**src/include/upload_params.svh**
```systemverilog
`ifndef UPLOAD_PARAMS_SVH
`define UPLOAD_PARAMS_SVH

`define CHR_BLOCK_MARK 8'h23
`define CHR_DIGIT_0    8'h30
`define CHR_DIGIT_9    8'h39
`define CNT_WIDTH      24
`define MIN_POINTS     24'h000800
`define MAX_POINTS     24'h040000

`endif

```
**src/include/upload_pkg.sv**
```systemverilog
package upload_pkg;

	typedef enum logic [5:0] {
		ST_IDLE   = 6'b000001,
		ST_MARK   = 6'b000010,
		ST_NDIG   = 6'b000100,
		ST_COUNT  = 6'b001000,
		ST_DATA   = 6'b010000,
		ST_DONE   = 6'b100000
	} parse_state_t;

	typedef struct packed {
		logic [7:0] data;
		logic       eoi;
	} bus_byte_t;

	typedef struct packed {
		logic [17:0] addr;
		logic [11:0] value;
	} sample_t;

endpackage

```
**src/verilog/arb_block_upload_parser.sv**
```systemverilog
`timescale 1ns/100ps
`include "upload_params.svh"

module arb_block_upload_parser
#(
	parameter int CW = `CNT_WIDTH
)
(
	input  wire logic                    SYS_CLK_I,
	input  wire logic                    RST_N_I,
	input  wire logic                    START_I,
	input  wire logic [CW-1:0]           TOTAL_BYTES_I,
	input  wire logic                    BYTE_VALID_I,
	input  wire upload_pkg::bus_byte_t   BYTE_I,
	output logic                         BUSY_O,
	output logic                         DONE_O,
	output logic                         FORMAT_ERR_O,
	output logic                         SAMPLE_VALID_O,
	output upload_pkg::sample_t          SAMPLE_O
);

	// ==========================================
	// Helpers
	function automatic logic is_digit(input logic [7:0] c);
		is_digit = (c >= `CHR_DIGIT_0) && (c <= `CHR_DIGIT_9);
	endfunction

	function automatic logic [3:0] digit_val(input logic [7:0] c);
		digit_val = 4'(c - `CHR_DIGIT_0);
	endfunction

	// Wraps silently beyond CW bits; longer count fields are not guarded
	function automatic logic [CW-1:0] count_step(input logic [CW-1:0] acc,
	                                             input logic [7:0]    ch);
		count_step = CW'(acc * CW'(10) + CW'(digit_val(ch)));
	endfunction

	// ==========================================
	// Parser state
	upload_pkg::parse_state_t st_q, st_d;
	logic [CW-1:0]  total_q,  total_d;
	logic [CW-1:0]  got_q,    got_d;
	logic [CW-1:0]  blk_q,    blk_d;
	logic [CW-1:0]  left_q,   left_d;
	logic [3:0]     ndig_q,   ndig_d;
	logic           done_q,   done_d;
	logic           err_q,    err_d;
	logic           data_stb;
	logic [7:0]     c;
	logic           take_start;

	assign c = BYTE_I.data;

	// ==========================================
	// Command decode
	// A load command is refused while busy; the host must wait for idle
	assign take_start = (st_q == upload_pkg::ST_IDLE) && START_I;

	always_comb
	begin
		st_d     = st_q;
		total_d  = total_q;
		got_d    = got_q;
		blk_d    = blk_q;
		left_d   = left_q;
		ndig_d   = ndig_q;
		done_d   = 1'b0;
		err_d    = err_q;
		data_stb = 1'b0;
		case (st_q)
			upload_pkg::ST_IDLE:
			begin
				if (take_start)
				begin
					total_d = TOTAL_BYTES_I;
					got_d   = '0;
					err_d   = 1'b0;
					// An empty upload finishes at once
					if (TOTAL_BYTES_I == '0)
						st_d = upload_pkg::ST_DONE;
					else
						st_d = upload_pkg::ST_MARK;
				end
			end
			upload_pkg::ST_MARK:
			begin
				// Anything but a marker here is a stray message and is dropped
				if (BYTE_VALID_I && c == `CHR_BLOCK_MARK)
					st_d = upload_pkg::ST_NDIG;
			end
			upload_pkg::ST_NDIG:
			begin
				if (BYTE_VALID_I)
				begin
					if (is_digit(c) && c != `CHR_DIGIT_0)
					begin
						ndig_d = digit_val(c);
						blk_d  = '0;
						st_d   = upload_pkg::ST_COUNT;
					end
					else
					begin
						err_d = 1'b1;
						st_d  = upload_pkg::ST_MARK;
					end
				end
			end
			upload_pkg::ST_COUNT:
			begin
				if (BYTE_VALID_I)
				begin
					if (is_digit(c))
					begin
						// Decimal, most significant digit first
						blk_d  = count_step(blk_q, c);
						ndig_d = ndig_q - 4'h1;
						if (ndig_q == 4'h1)
						begin
							left_d = count_step(blk_q, c);
							// Zero-length block carries nothing, wait for the next one
							if (left_d == '0)
								st_d = upload_pkg::ST_MARK;
							else
								st_d = upload_pkg::ST_DATA;
						end
					end
					else
					begin
						err_d = 1'b1;
						st_d  = upload_pkg::ST_MARK;
					end
				end
			end
			upload_pkg::ST_DATA:
			begin
				// Every byte is payload: line feed and EOI have no meaning here
				if (BYTE_VALID_I)
				begin
					data_stb = 1'b1;
					left_d   = left_q - CW'(1);
					got_d    = got_q + CW'(1);
					// Total wins over block end; the rest of a long block is dropped
					if (got_d == total_q)
						st_d = upload_pkg::ST_DONE;
					else if (left_q == CW'(1))
						st_d = upload_pkg::ST_MARK;
				end
			end
			upload_pkg::ST_DONE:
			begin
				done_d = 1'b1;
				st_d   = upload_pkg::ST_IDLE;
			end
			default:
				st_d = upload_pkg::ST_IDLE;
		endcase
	end

	// ==========================================
	// Registers
	always_ff @(posedge SYS_CLK_I)
	begin
		if (!RST_N_I)
		begin
			st_q    <= upload_pkg::ST_IDLE;
			total_q <= '0;
			got_q   <= '0;
			blk_q   <= '0;
			left_q  <= '0;
			ndig_q  <= 4'h0;
			done_q  <= 1'b0;
			err_q   <= 1'b0;
		end
		else
		begin
			st_q    <= st_d;
			total_q <= total_d;
			got_q   <= got_d;
			blk_q   <= blk_d;
			left_q  <= left_d;
			ndig_q  <= ndig_d;
			done_q  <= done_d;
			err_q   <= err_d;
		end
	end

	// ==========================================
	// Sample assembly
	// Pairing restarts on each upload; odd block sizes would shift it across blocks
	sample_packer sample_packer_inst
	(
		.SYS_CLK_I      (SYS_CLK_I),
		.RST_N_I        (RST_N_I),
		.clear_i        (take_start),
		.byte_valid_i   (data_stb),
		.byte_i         (c),
		.sample_valid_o (SAMPLE_VALID_O),
		.sample_o       (SAMPLE_O)
	);

	// ==========================================
	// Outputs
	assign BUSY_O       = (st_q != upload_pkg::ST_IDLE);
	assign DONE_O       = done_q;
	assign FORMAT_ERR_O = err_q;

endmodule

```
**src/verilog/sample_packer.sv**
```systemverilog
`timescale 1ns/100ps
`include "upload_params.svh"

// ==========================================
// Byte pair to 12-bit sample
module sample_packer
(
	input  wire logic                     SYS_CLK_I,
	input  wire logic                     RST_N_I,
	input  wire logic                     clear_i,
	input  wire logic                     byte_valid_i,
	input  wire logic [7:0]               byte_i,
	output logic                          sample_valid_o,
	output upload_pkg::sample_t           sample_o
);

	logic                 half_q,  half_d;
	logic [3:0]           low_q,   low_d;
	logic [17:0]          addr_q,  addr_d;
	logic                 valid_q, valid_d;
	upload_pkg::sample_t  smp_q,   smp_d;

	always_comb
	begin
		half_d  = half_q;
		low_d   = low_q;
		addr_d  = addr_q;
		valid_d = 1'b0;
		smp_d   = smp_q;
		// Only the pairing and the next address restart, so the last sample stays on the output
		if (clear_i)
		begin
			half_d = 1'b0;
			addr_d = 18'h00000;
		end
		else if (byte_valid_i)
		begin
			if (!half_q)
			begin
				low_d  = byte_i[7:4];
				half_d = 1'b1;
			end
			else
			begin
				// Two's complement passes straight through
				smp_d.value = {byte_i, low_q};
				smp_d.addr  = addr_q;
				addr_d      = addr_q + 18'h00001;
				valid_d     = 1'b1;
				half_d      = 1'b0;
			end
		end
	end

	always_ff @(posedge SYS_CLK_I)
	begin
		if (!RST_N_I)
		begin
			half_q  <= 1'b0;
			low_q   <= 4'h0;
			addr_q  <= 18'h00000;
			valid_q <= 1'b0;
			smp_q   <= '0;
		end
		else
		begin
			half_q  <= half_d;
			low_q   <= low_d;
			addr_q  <= addr_d;
			valid_q <= valid_d;
			smp_q   <= smp_d;
		end
	end

	assign sample_valid_o = valid_q;
	assign sample_o       = smp_q;

endmodule
```
**config.mk**
```make
export PLATFORM = sky130hd
export DESIGN_NAME = arb_block_upload_parser
export DESIGN_NICKNAME = d
export VERILOG_FILES = /design/src/include/upload_pkg.sv /design/src/verilog/arb_block_upload_parser.sv /design/src/verilog/sample_packer.sv
export VERILOG_INCLUDE_DIRS = /design/src /design/src/include
export SDC_FILE = /design/constraint.sdc
export NUM_CORES = 1
export LEC_CHECK = 0
export BUFFER_PORTS_ARGS = -buffer_cell sky130_fd_sc_hd__buf_2
export CAP_MARGIN = 20
export CORE_ASPECT_RATIO = 0.9
export CORE_MARGIN = 2
export CORE_UTILIZATION = 25
export CTS_BUF_LIST = sky130_fd_sc_hd__clkbuf_4 sky130_fd_sc_hd__clkbuf_8
export CTS_CLUSTER_DIAMETER = 200
export DETAILED_ROUTE_END_ITERATION = 7
export HOLD_SLACK_MARGIN = 0.03
export PLACE_DENSITY = 0.41
export SLEW_MARGIN = 0
export SYNTH_ARGS = -nofsm -noshare
export SYNTH_HDL_FRONTEND = slang
export SYNTH_SLANG_ARGS = --single-unit
export TNS_END_PERCENT = 1
```
**constraint.sdc**
```tcl
create_clock -name SYS_CLK_I -period 7.29 [get_ports SYS_CLK_I]
set_clock_uncertainty 0.15 [all_clocks]
set_input_delay 1.458 -clock SYS_CLK_I [delete_from_list [all_inputs] [get_ports SYS_CLK_I]]
set_output_delay 1.458 -clock SYS_CLK_I [all_outputs]
set_load 0.05 [all_outputs]
```
# Word-level counts from Yosys, hierarchy flattened
# Index checks and enable logic that the tools add are counted.
# word_totals
regBits,162
word_cells,114
inputBits,37
out_inout_bits,34
# op_classes
eq_ne,24
multipliers,1
muxes,42
addsub,6
n_reduce_logical,21
magnitude_cmp,2
bitwise_logic,4
# op_table
op,n
$mux 24,10
$pmux 24 s2,3
$mux 6,10
$logic_not 24->1,2
$pmux 6 s5,1
$add 24x1->24 const B,1
$add 24x4->24,1
$eq 24x1->1 const B,1
$eq 24x24->1,1
$mul 24x3->23 const B,1
$sub 24x1->24 const B,1
$mux 4,5
$add 18x1->18 const B,1
$ne 2x2->1 const B,9
$mux 1,10
$reduce_and 5->1,2
$reduce_and 3->1,3
$eq 8x6->1 const B,1
$ge 8x6->1 const B,1
$le 8x6->1 const B,1
$ne 8x6->1 const B,1
$pmux 4 s2,1
$sub 4x1->4 const B,2
$reduce_and 7->1,1
20 further kinds,30

# Logic depth before layout (Yosys ltp)
# logic_depth
ltp_word,8
depth_mapped,15
mapped_depth_nobuf,15

# By module
# From an unflattened synthesis, not the netlist that was laid out.
# hier_totals
cells_unflattened,1294
hier_area_um2,10054.6
# modules_own_cells
mod,area_per_inst_um2,instances,cells_per_inst
arb_block_upload_parser,7906.3,1,1048
sample_packer,2148.3,1,246

# Worst setup path before layout
# OpenSTA, ideal clock, no wires.
# synth_path
path_type,reg2reg
startpoint,register blk_q[1]
endpoint,register st_q[1]
period_less_slack_ps,4104
path_buffers,0
stages_incl_launch_ff,16
t_arrival_ps,3876
path_slack_ps,3186
setup_time_ps,78
cell_sequence,dfxtp_1 -> ha_1 -> ha_1 -> inv_1 -> fa_1 -> nand2b_1 -> a211oi_4 -> o211a_4 -> o21ai_1 -> a21oi_4 -> or3b_1 -> nor4_1 -> xor3_2 -> a2111oi_2 -> a31oi_1 -> nor3_1
# synth_between
elab_chain_cells,8
# synth_rtl
element,line,rtl
start: declaration,arb_block_upload_parser.sv:43,"logic [CW-1:0] blk_q, blk_d;"
start signal: assignment,arb_block_upload_parser.sv:179,blk_q <= blk_d;
$mul 24x3->23,arb_block_upload_parser.sv:35,count_step = CW'(acc * CW'(10) + CW'(digit_val(ch)));
$add 24x4->24,arb_block_upload_parser.sv:35,
$logic_not 24->1,arb_block_upload_parser.sv:121,if (left_d == '0)
$mux 5,arb_block_upload_parser.sv:121,
$mux 6,arb_block_upload_parser.sv:117,if (ndig_q == 4'h1)
$mux 6,arb_block_upload_parser.sv:112,if (is_digit(c))
$mux 6,arb_block_upload_parser.sv:110,if (BYTE_VALID_I)
$pmux 6 s5,arb_block_upload_parser.sv:70,case (st_q)
end signal: assignment,arb_block_upload_parser.sv:165,st_q <= upload_pkg::ST_IDLE;
end signal: assignment,arb_block_upload_parser.sv:176,st_q <= st_d;
end: declaration,arb_block_upload_parser.sv:40,"upload_pkg::parse_state_t st_q, st_d;"
# Every way passes these cells. The select of a mux whose other input is x is not followed.
# A chain may end at the register's enable or synchronous reset.

# Worst setup path after layout
# Ends and elaborated chain as after synthesis.

==> summary.md <==
The insertion delay to the later sink of the worst-skew pair is 500 ps. The aggregate global routing overflow was 0; the area growth from synthesis to layout was 11.86%. Net switching is 34.93% of the power. The first global-routing pass estimated 49600 um of wire. For this run, the register share of the synthesized area comes to 31.88%.

Pin placement for this block handled 71 I/O pins. The run gives 0 as the total count of hold-check failures in the final report. The primary flip-flop cell chosen by synthesis mapping was dfxtp_1.

Reg-to-reg endpoint: st_q[1]$_SDFFE_PN0P_. Averaged over all synthesized cells, the footprint is 7.602 um2. Counting distinct cell types in the post-synthesis netlist gives 105. The clock tree synthesis step divided the H-tree into 4 levels.

Once placement finished, the instance area stood at 10920 um2. Counting along the longest clock path gives a buffer depth of 2. The synthesis-stage register bit count is 161.

Combinational logic burns 18.6% of the power. The net count of the finished layout came out at 1443. For the worst vdd rail ir drop, the log shows 0.0001226 V. From left edge to right edge, the die measures 216.0 um.

The critical path startpoint was blk_q[1]$_SDFFE_PN0P_. After detailed placement, the design holds a cell count of 1868. The site row count is 69. The tool flagged a number of max-cap violations equal to 0.

The worst register-to-register path has a setup slack of 2410 ps. The total number of vias was 9537; the number of buffers inserted by hold repair at cts was 0. The tools report the total of cells resized after clock tree synthesis as 0. Setup repair after global routing left no endpoint under its margin. The count of buffers added on input and output ports is 69. The average wire per standard cell is 16.13 um, and the met1 track utilization from global routing is 21.54%. Number of CTS-inserted buffers: 17. The worst setup path is of the flop to flop kind. Setup violations remaining at the end of the flow were counted as 0.

The run gives 7560 ps as the data required time of the critical path. TritonCTS built the clock tree. Cell area after layout: 11310 um2. The logs give 14.59% for the overall track demand over capacity in global routing and 0 ps for the setup total negative slack.

The run gives 42070 um2 as the floorplan die area. The internal power is 0.001286 W, and the detailed placement HPWL is 22010 um. Sequential share of power: 48.0%. The finished layout holds 1901 standard cells, fillers aside. The met2 track demand over resource in global routing was 22.20%. STA classifies the critical path startpoint as a flop. The number of buffers inserted by post-CTS setup repair is 0. At the end of routability-driven placement, the weighted congestion stood at 0.7969.

CTS saw 161 sinks. For this run, the top clock speed supported by timing is 0.2051 GHz. After clock tree synthesis, the clock-pin slew on the worst setup and hold paths is 110 ps.

The tools report the root buffer cell as clkbuf_8. The tools report the startpoint of the lowest-slack register-to-register path as blk_q[1]$_SDFFE_PN0P_. STA puts the critical path data arrival time at 5140 ps. Entering global routing, the biggest net connects 80 pins. The run gives 471 as the count of routing violations after the opening detailed-route iteration.

The number of synthesized flops with an enable pin came out at 0. The actual transition at the worst max-transition pin is 1074 ps. In this run the worst path has a maximum fanout of 7. The met3 demand-to-capacity share in global routing was 2.833%.

Summed over all nets, the switching power comes to 0.0006902 W. The fraction of layout instances using a drive strength above 1 is 11.91%. Following the worst setup path forward leads to its endpoint at st_q[1]$_SDFFE_PN0P_.

The number of antenna diodes in the final layout is 0. The region available for standard cell placement spans 39710 um2. Starting density of the core: 25.46%. In this run the tightest slew margin relative to its limit is 27.74%. Synthesis handed over a netlist of 1330 instances.

The number of nets handed over by synthesis was 1417. The vertical die dimension came out at 194.8 um. Worst min-delay path category: flop to flop. Using the TritonRoute via totals, the vias-per-cell ratio works out to 5.017. The fraction of registers with async set or reset after synthesis is 0%, and the initial antenna violation count is 0. The share of total power dissipated in the clock network is 33.4%. The detailed-routing iteration count for the pre-antenna-repair pass was 5; the number of global-route vias before repair was 9009. STA classifies the critical path endpoint as a flop. The smallest clock period supported by the final layout is computed as 4877 ps. For the sum of routed wire length over all layers, the log shows 30660 um. The global routing stage identified its most utilized layer as met2.

After layout, the worst path uses 66.89% of the clock period. The number of cells traversed by the worst register-to-register path came out at 15. In this run the power density over the cells is 174.7 nW/um2. The flow ran to the end, and the final reports show no timing, DRC or antenna violations.

For this design the static power due to leakage is 4.318 nW. The mapped netlist covers 10110 um2. The final max-slew violation count is 0, and the count of antenna-violating nets left after detailed routing is 0. During synthesis, Yosys emitted a total of 0 warnings. The worst hold slack after final layout is 300.5 ps, and the DRC violations left is 0.
## worst min-delay path by stage
stage	start	to	slack, ps	cells after the start
final	sample_packer_inst.low_q[3]$_SDFFE_PN0P_	sample_packer_inst.sample_o[3]$_SDFFE_PN0P_	300	2
after global routing	sample_packer_inst.sample_o[5]$_SDFFE_PN0P_	sample_packer_inst.sample_o[5]$_SDFFE_PN0P_	330	2
after CTS	sample_packer_inst.sample_o[11]$_SDFFE_PN0P_	sample_packer_inst.sample_o[11]$_SDFFE_PN0P_	310	2
after detailed placement	sample_packer_inst.sample_o[11]$_SDFFE_PN0P_	sample_packer_inst.sample_o[11]$_SDFFE_PN0P_	300	2
after global placement	sample_packer_inst.sample_o[8]$_SDFFE_PN0P_	sample_packer_inst.sample_o[8]$_SDFFE_PN0P_	290	2
after floorplan	sample_packer_inst.low_q[0]$_SDFFE_PN0P_	sample_packer_inst.sample_o[0]$_SDFFE_PN0P_	280	2
## synthesized netlist by cell type, types with 28 or more instances
| cell type | count | area share (%) |
|---|---|---|
| clkbuf_1 | 62 | 2.3 |
| nor3_1 | 52 | 2.6 |
| xnor2_1 | 31 | 2.7 |
| inv_1 | 28 | 1.0 |
| xor2_1 | 40 | 3.5 |
| o21ai_0 | 71 | 3.5 |
| nand3_1 | 42 | 2.1 |
| nand2_1 | 201 | 7.5 |
| nor2_1 | 139 | 5.2 |
| a21oi_1 | 156 | 7.7 |
| dfxtp_1 | 161 | 32 |
| ha_1 | 48 | 5.9 |
## cells in the final DEF (no fill, tap or decap), types with 5 or more instances in the layout
cell type and instances:
xnor2_1 31, o21ai_0 71, a21o_1 8, a311oi_1 5
a22oi_1 17, a211oi_1 10, nor2_1 139, and2_1 9
nor3_1 52, and4_1 7, nor2b_1 5, a21oi_1 156
o211ai_1 5, ha_1 48, or3_1 13, nand2b_1 5
buf_2 69, a31oi_1 9, buf_4 9, inv_8 5
nand3_1 42, nor3b_1 9, xor2_1 40, nand4b_1 6
or4_1 6, clkbuf_8 17, nand2_1 201, o2111ai_1 6
and3_1 19, o31ai_1 5, dfxtp_1 161, nor4_1 21
nand4_1 23, inv_1 27
## power groups by stage
stage | Combinational, W | Sequential (W) | Clock [W]
global placement | 0.000362 | 0.000967 | 0
floorplan | 0.000254 | 0.000953 | 0
global route | 0.000408 | 0.000954 | 0.000726
detailed placement | 0.000361 | 0.000968 | 0
finish | 0.000368 | 0.000947 | 0.000661
CTS | 0.000362 | 0.000948 | 0.000689
## flip-flops by register name, indices dropped and copies added, names as in the netlist
| register | count |
|---|---|
| sample_packer_inst.half_q | 1 |
| left_q | 24 |
| sample_packer_inst.sample_valid_o | 1 |
| FORMAT_ERR_O | 1 |
| total_q | 24 |
| DONE_O | 1 |
| sample_packer_inst.addr_q | 18 |
| blk_q | 23 |
| ndig_q | 4 |
| sample_packer_inst.sample_o | 30 |
| st_q | 6 |
| sample_packer_inst.low_q | 4 |
| got_q | 24 |
## metrics by stage
stage	power, W	utilization [%]	setup slack [ps]
3_5_place_dp	0.001329	27.49	2294
5_1_grt	0.002088	28.48	1981
4_1_cts	0.001999	28.44	2380
2_1_floorplan	0.001207	-	3186
6_report	0.001976	28.48	2413
3_3_place_gp	0.001329	27.42	2339
## cell type report
type | count | area (um2)
fill | 4445 | 28400
multi-input combinational | 1068 | 6479
sequential | 161 | 3223
tap | 532 | 665.6
timing repair buffer | 80 | 455.4
clock buffer | 18 | 241.5
clock inverter | 14 | 137.6
inverter | 28 | 107.6
## per-layer routing
metal	vias to the layer above	part of all wire, %
met5	-	0
met3	8	2.9
met2	128	44
met1	4575	53
met4	0	0.49
li1	4826	-
## worst max-delay path, cell delays in order, from the launching register on
cell	delay, ps
dfxtp_1	380
ha_1	300
ha_1	200
inv_1	70
fa_1	410
nand2b_1	220
a211oi_4	420
o211a_4	270
o21ai_1	130
a21oi_4	240
or3b_1	390
nor4_1	340
xor3_2	350
a2111oi_2	570
a31oi_1	150
nor3_1	180
## kinds of logic (layout without fill, tap and decap cells)
logic type	Yosys count	in the layout	synth area share, %
adders and majority gates	50	50	6.336
and+or+nand+nor	587	587	28.34
DFF	161	161	31.88
buffers and inverters	101	140	4.158
muxes	3	3	0.3217
xor gates and xnor gates	74	74	6.720
AOI/OAI and AO/OA	354	354	22.25
Power figures use the tool's default switching activity.
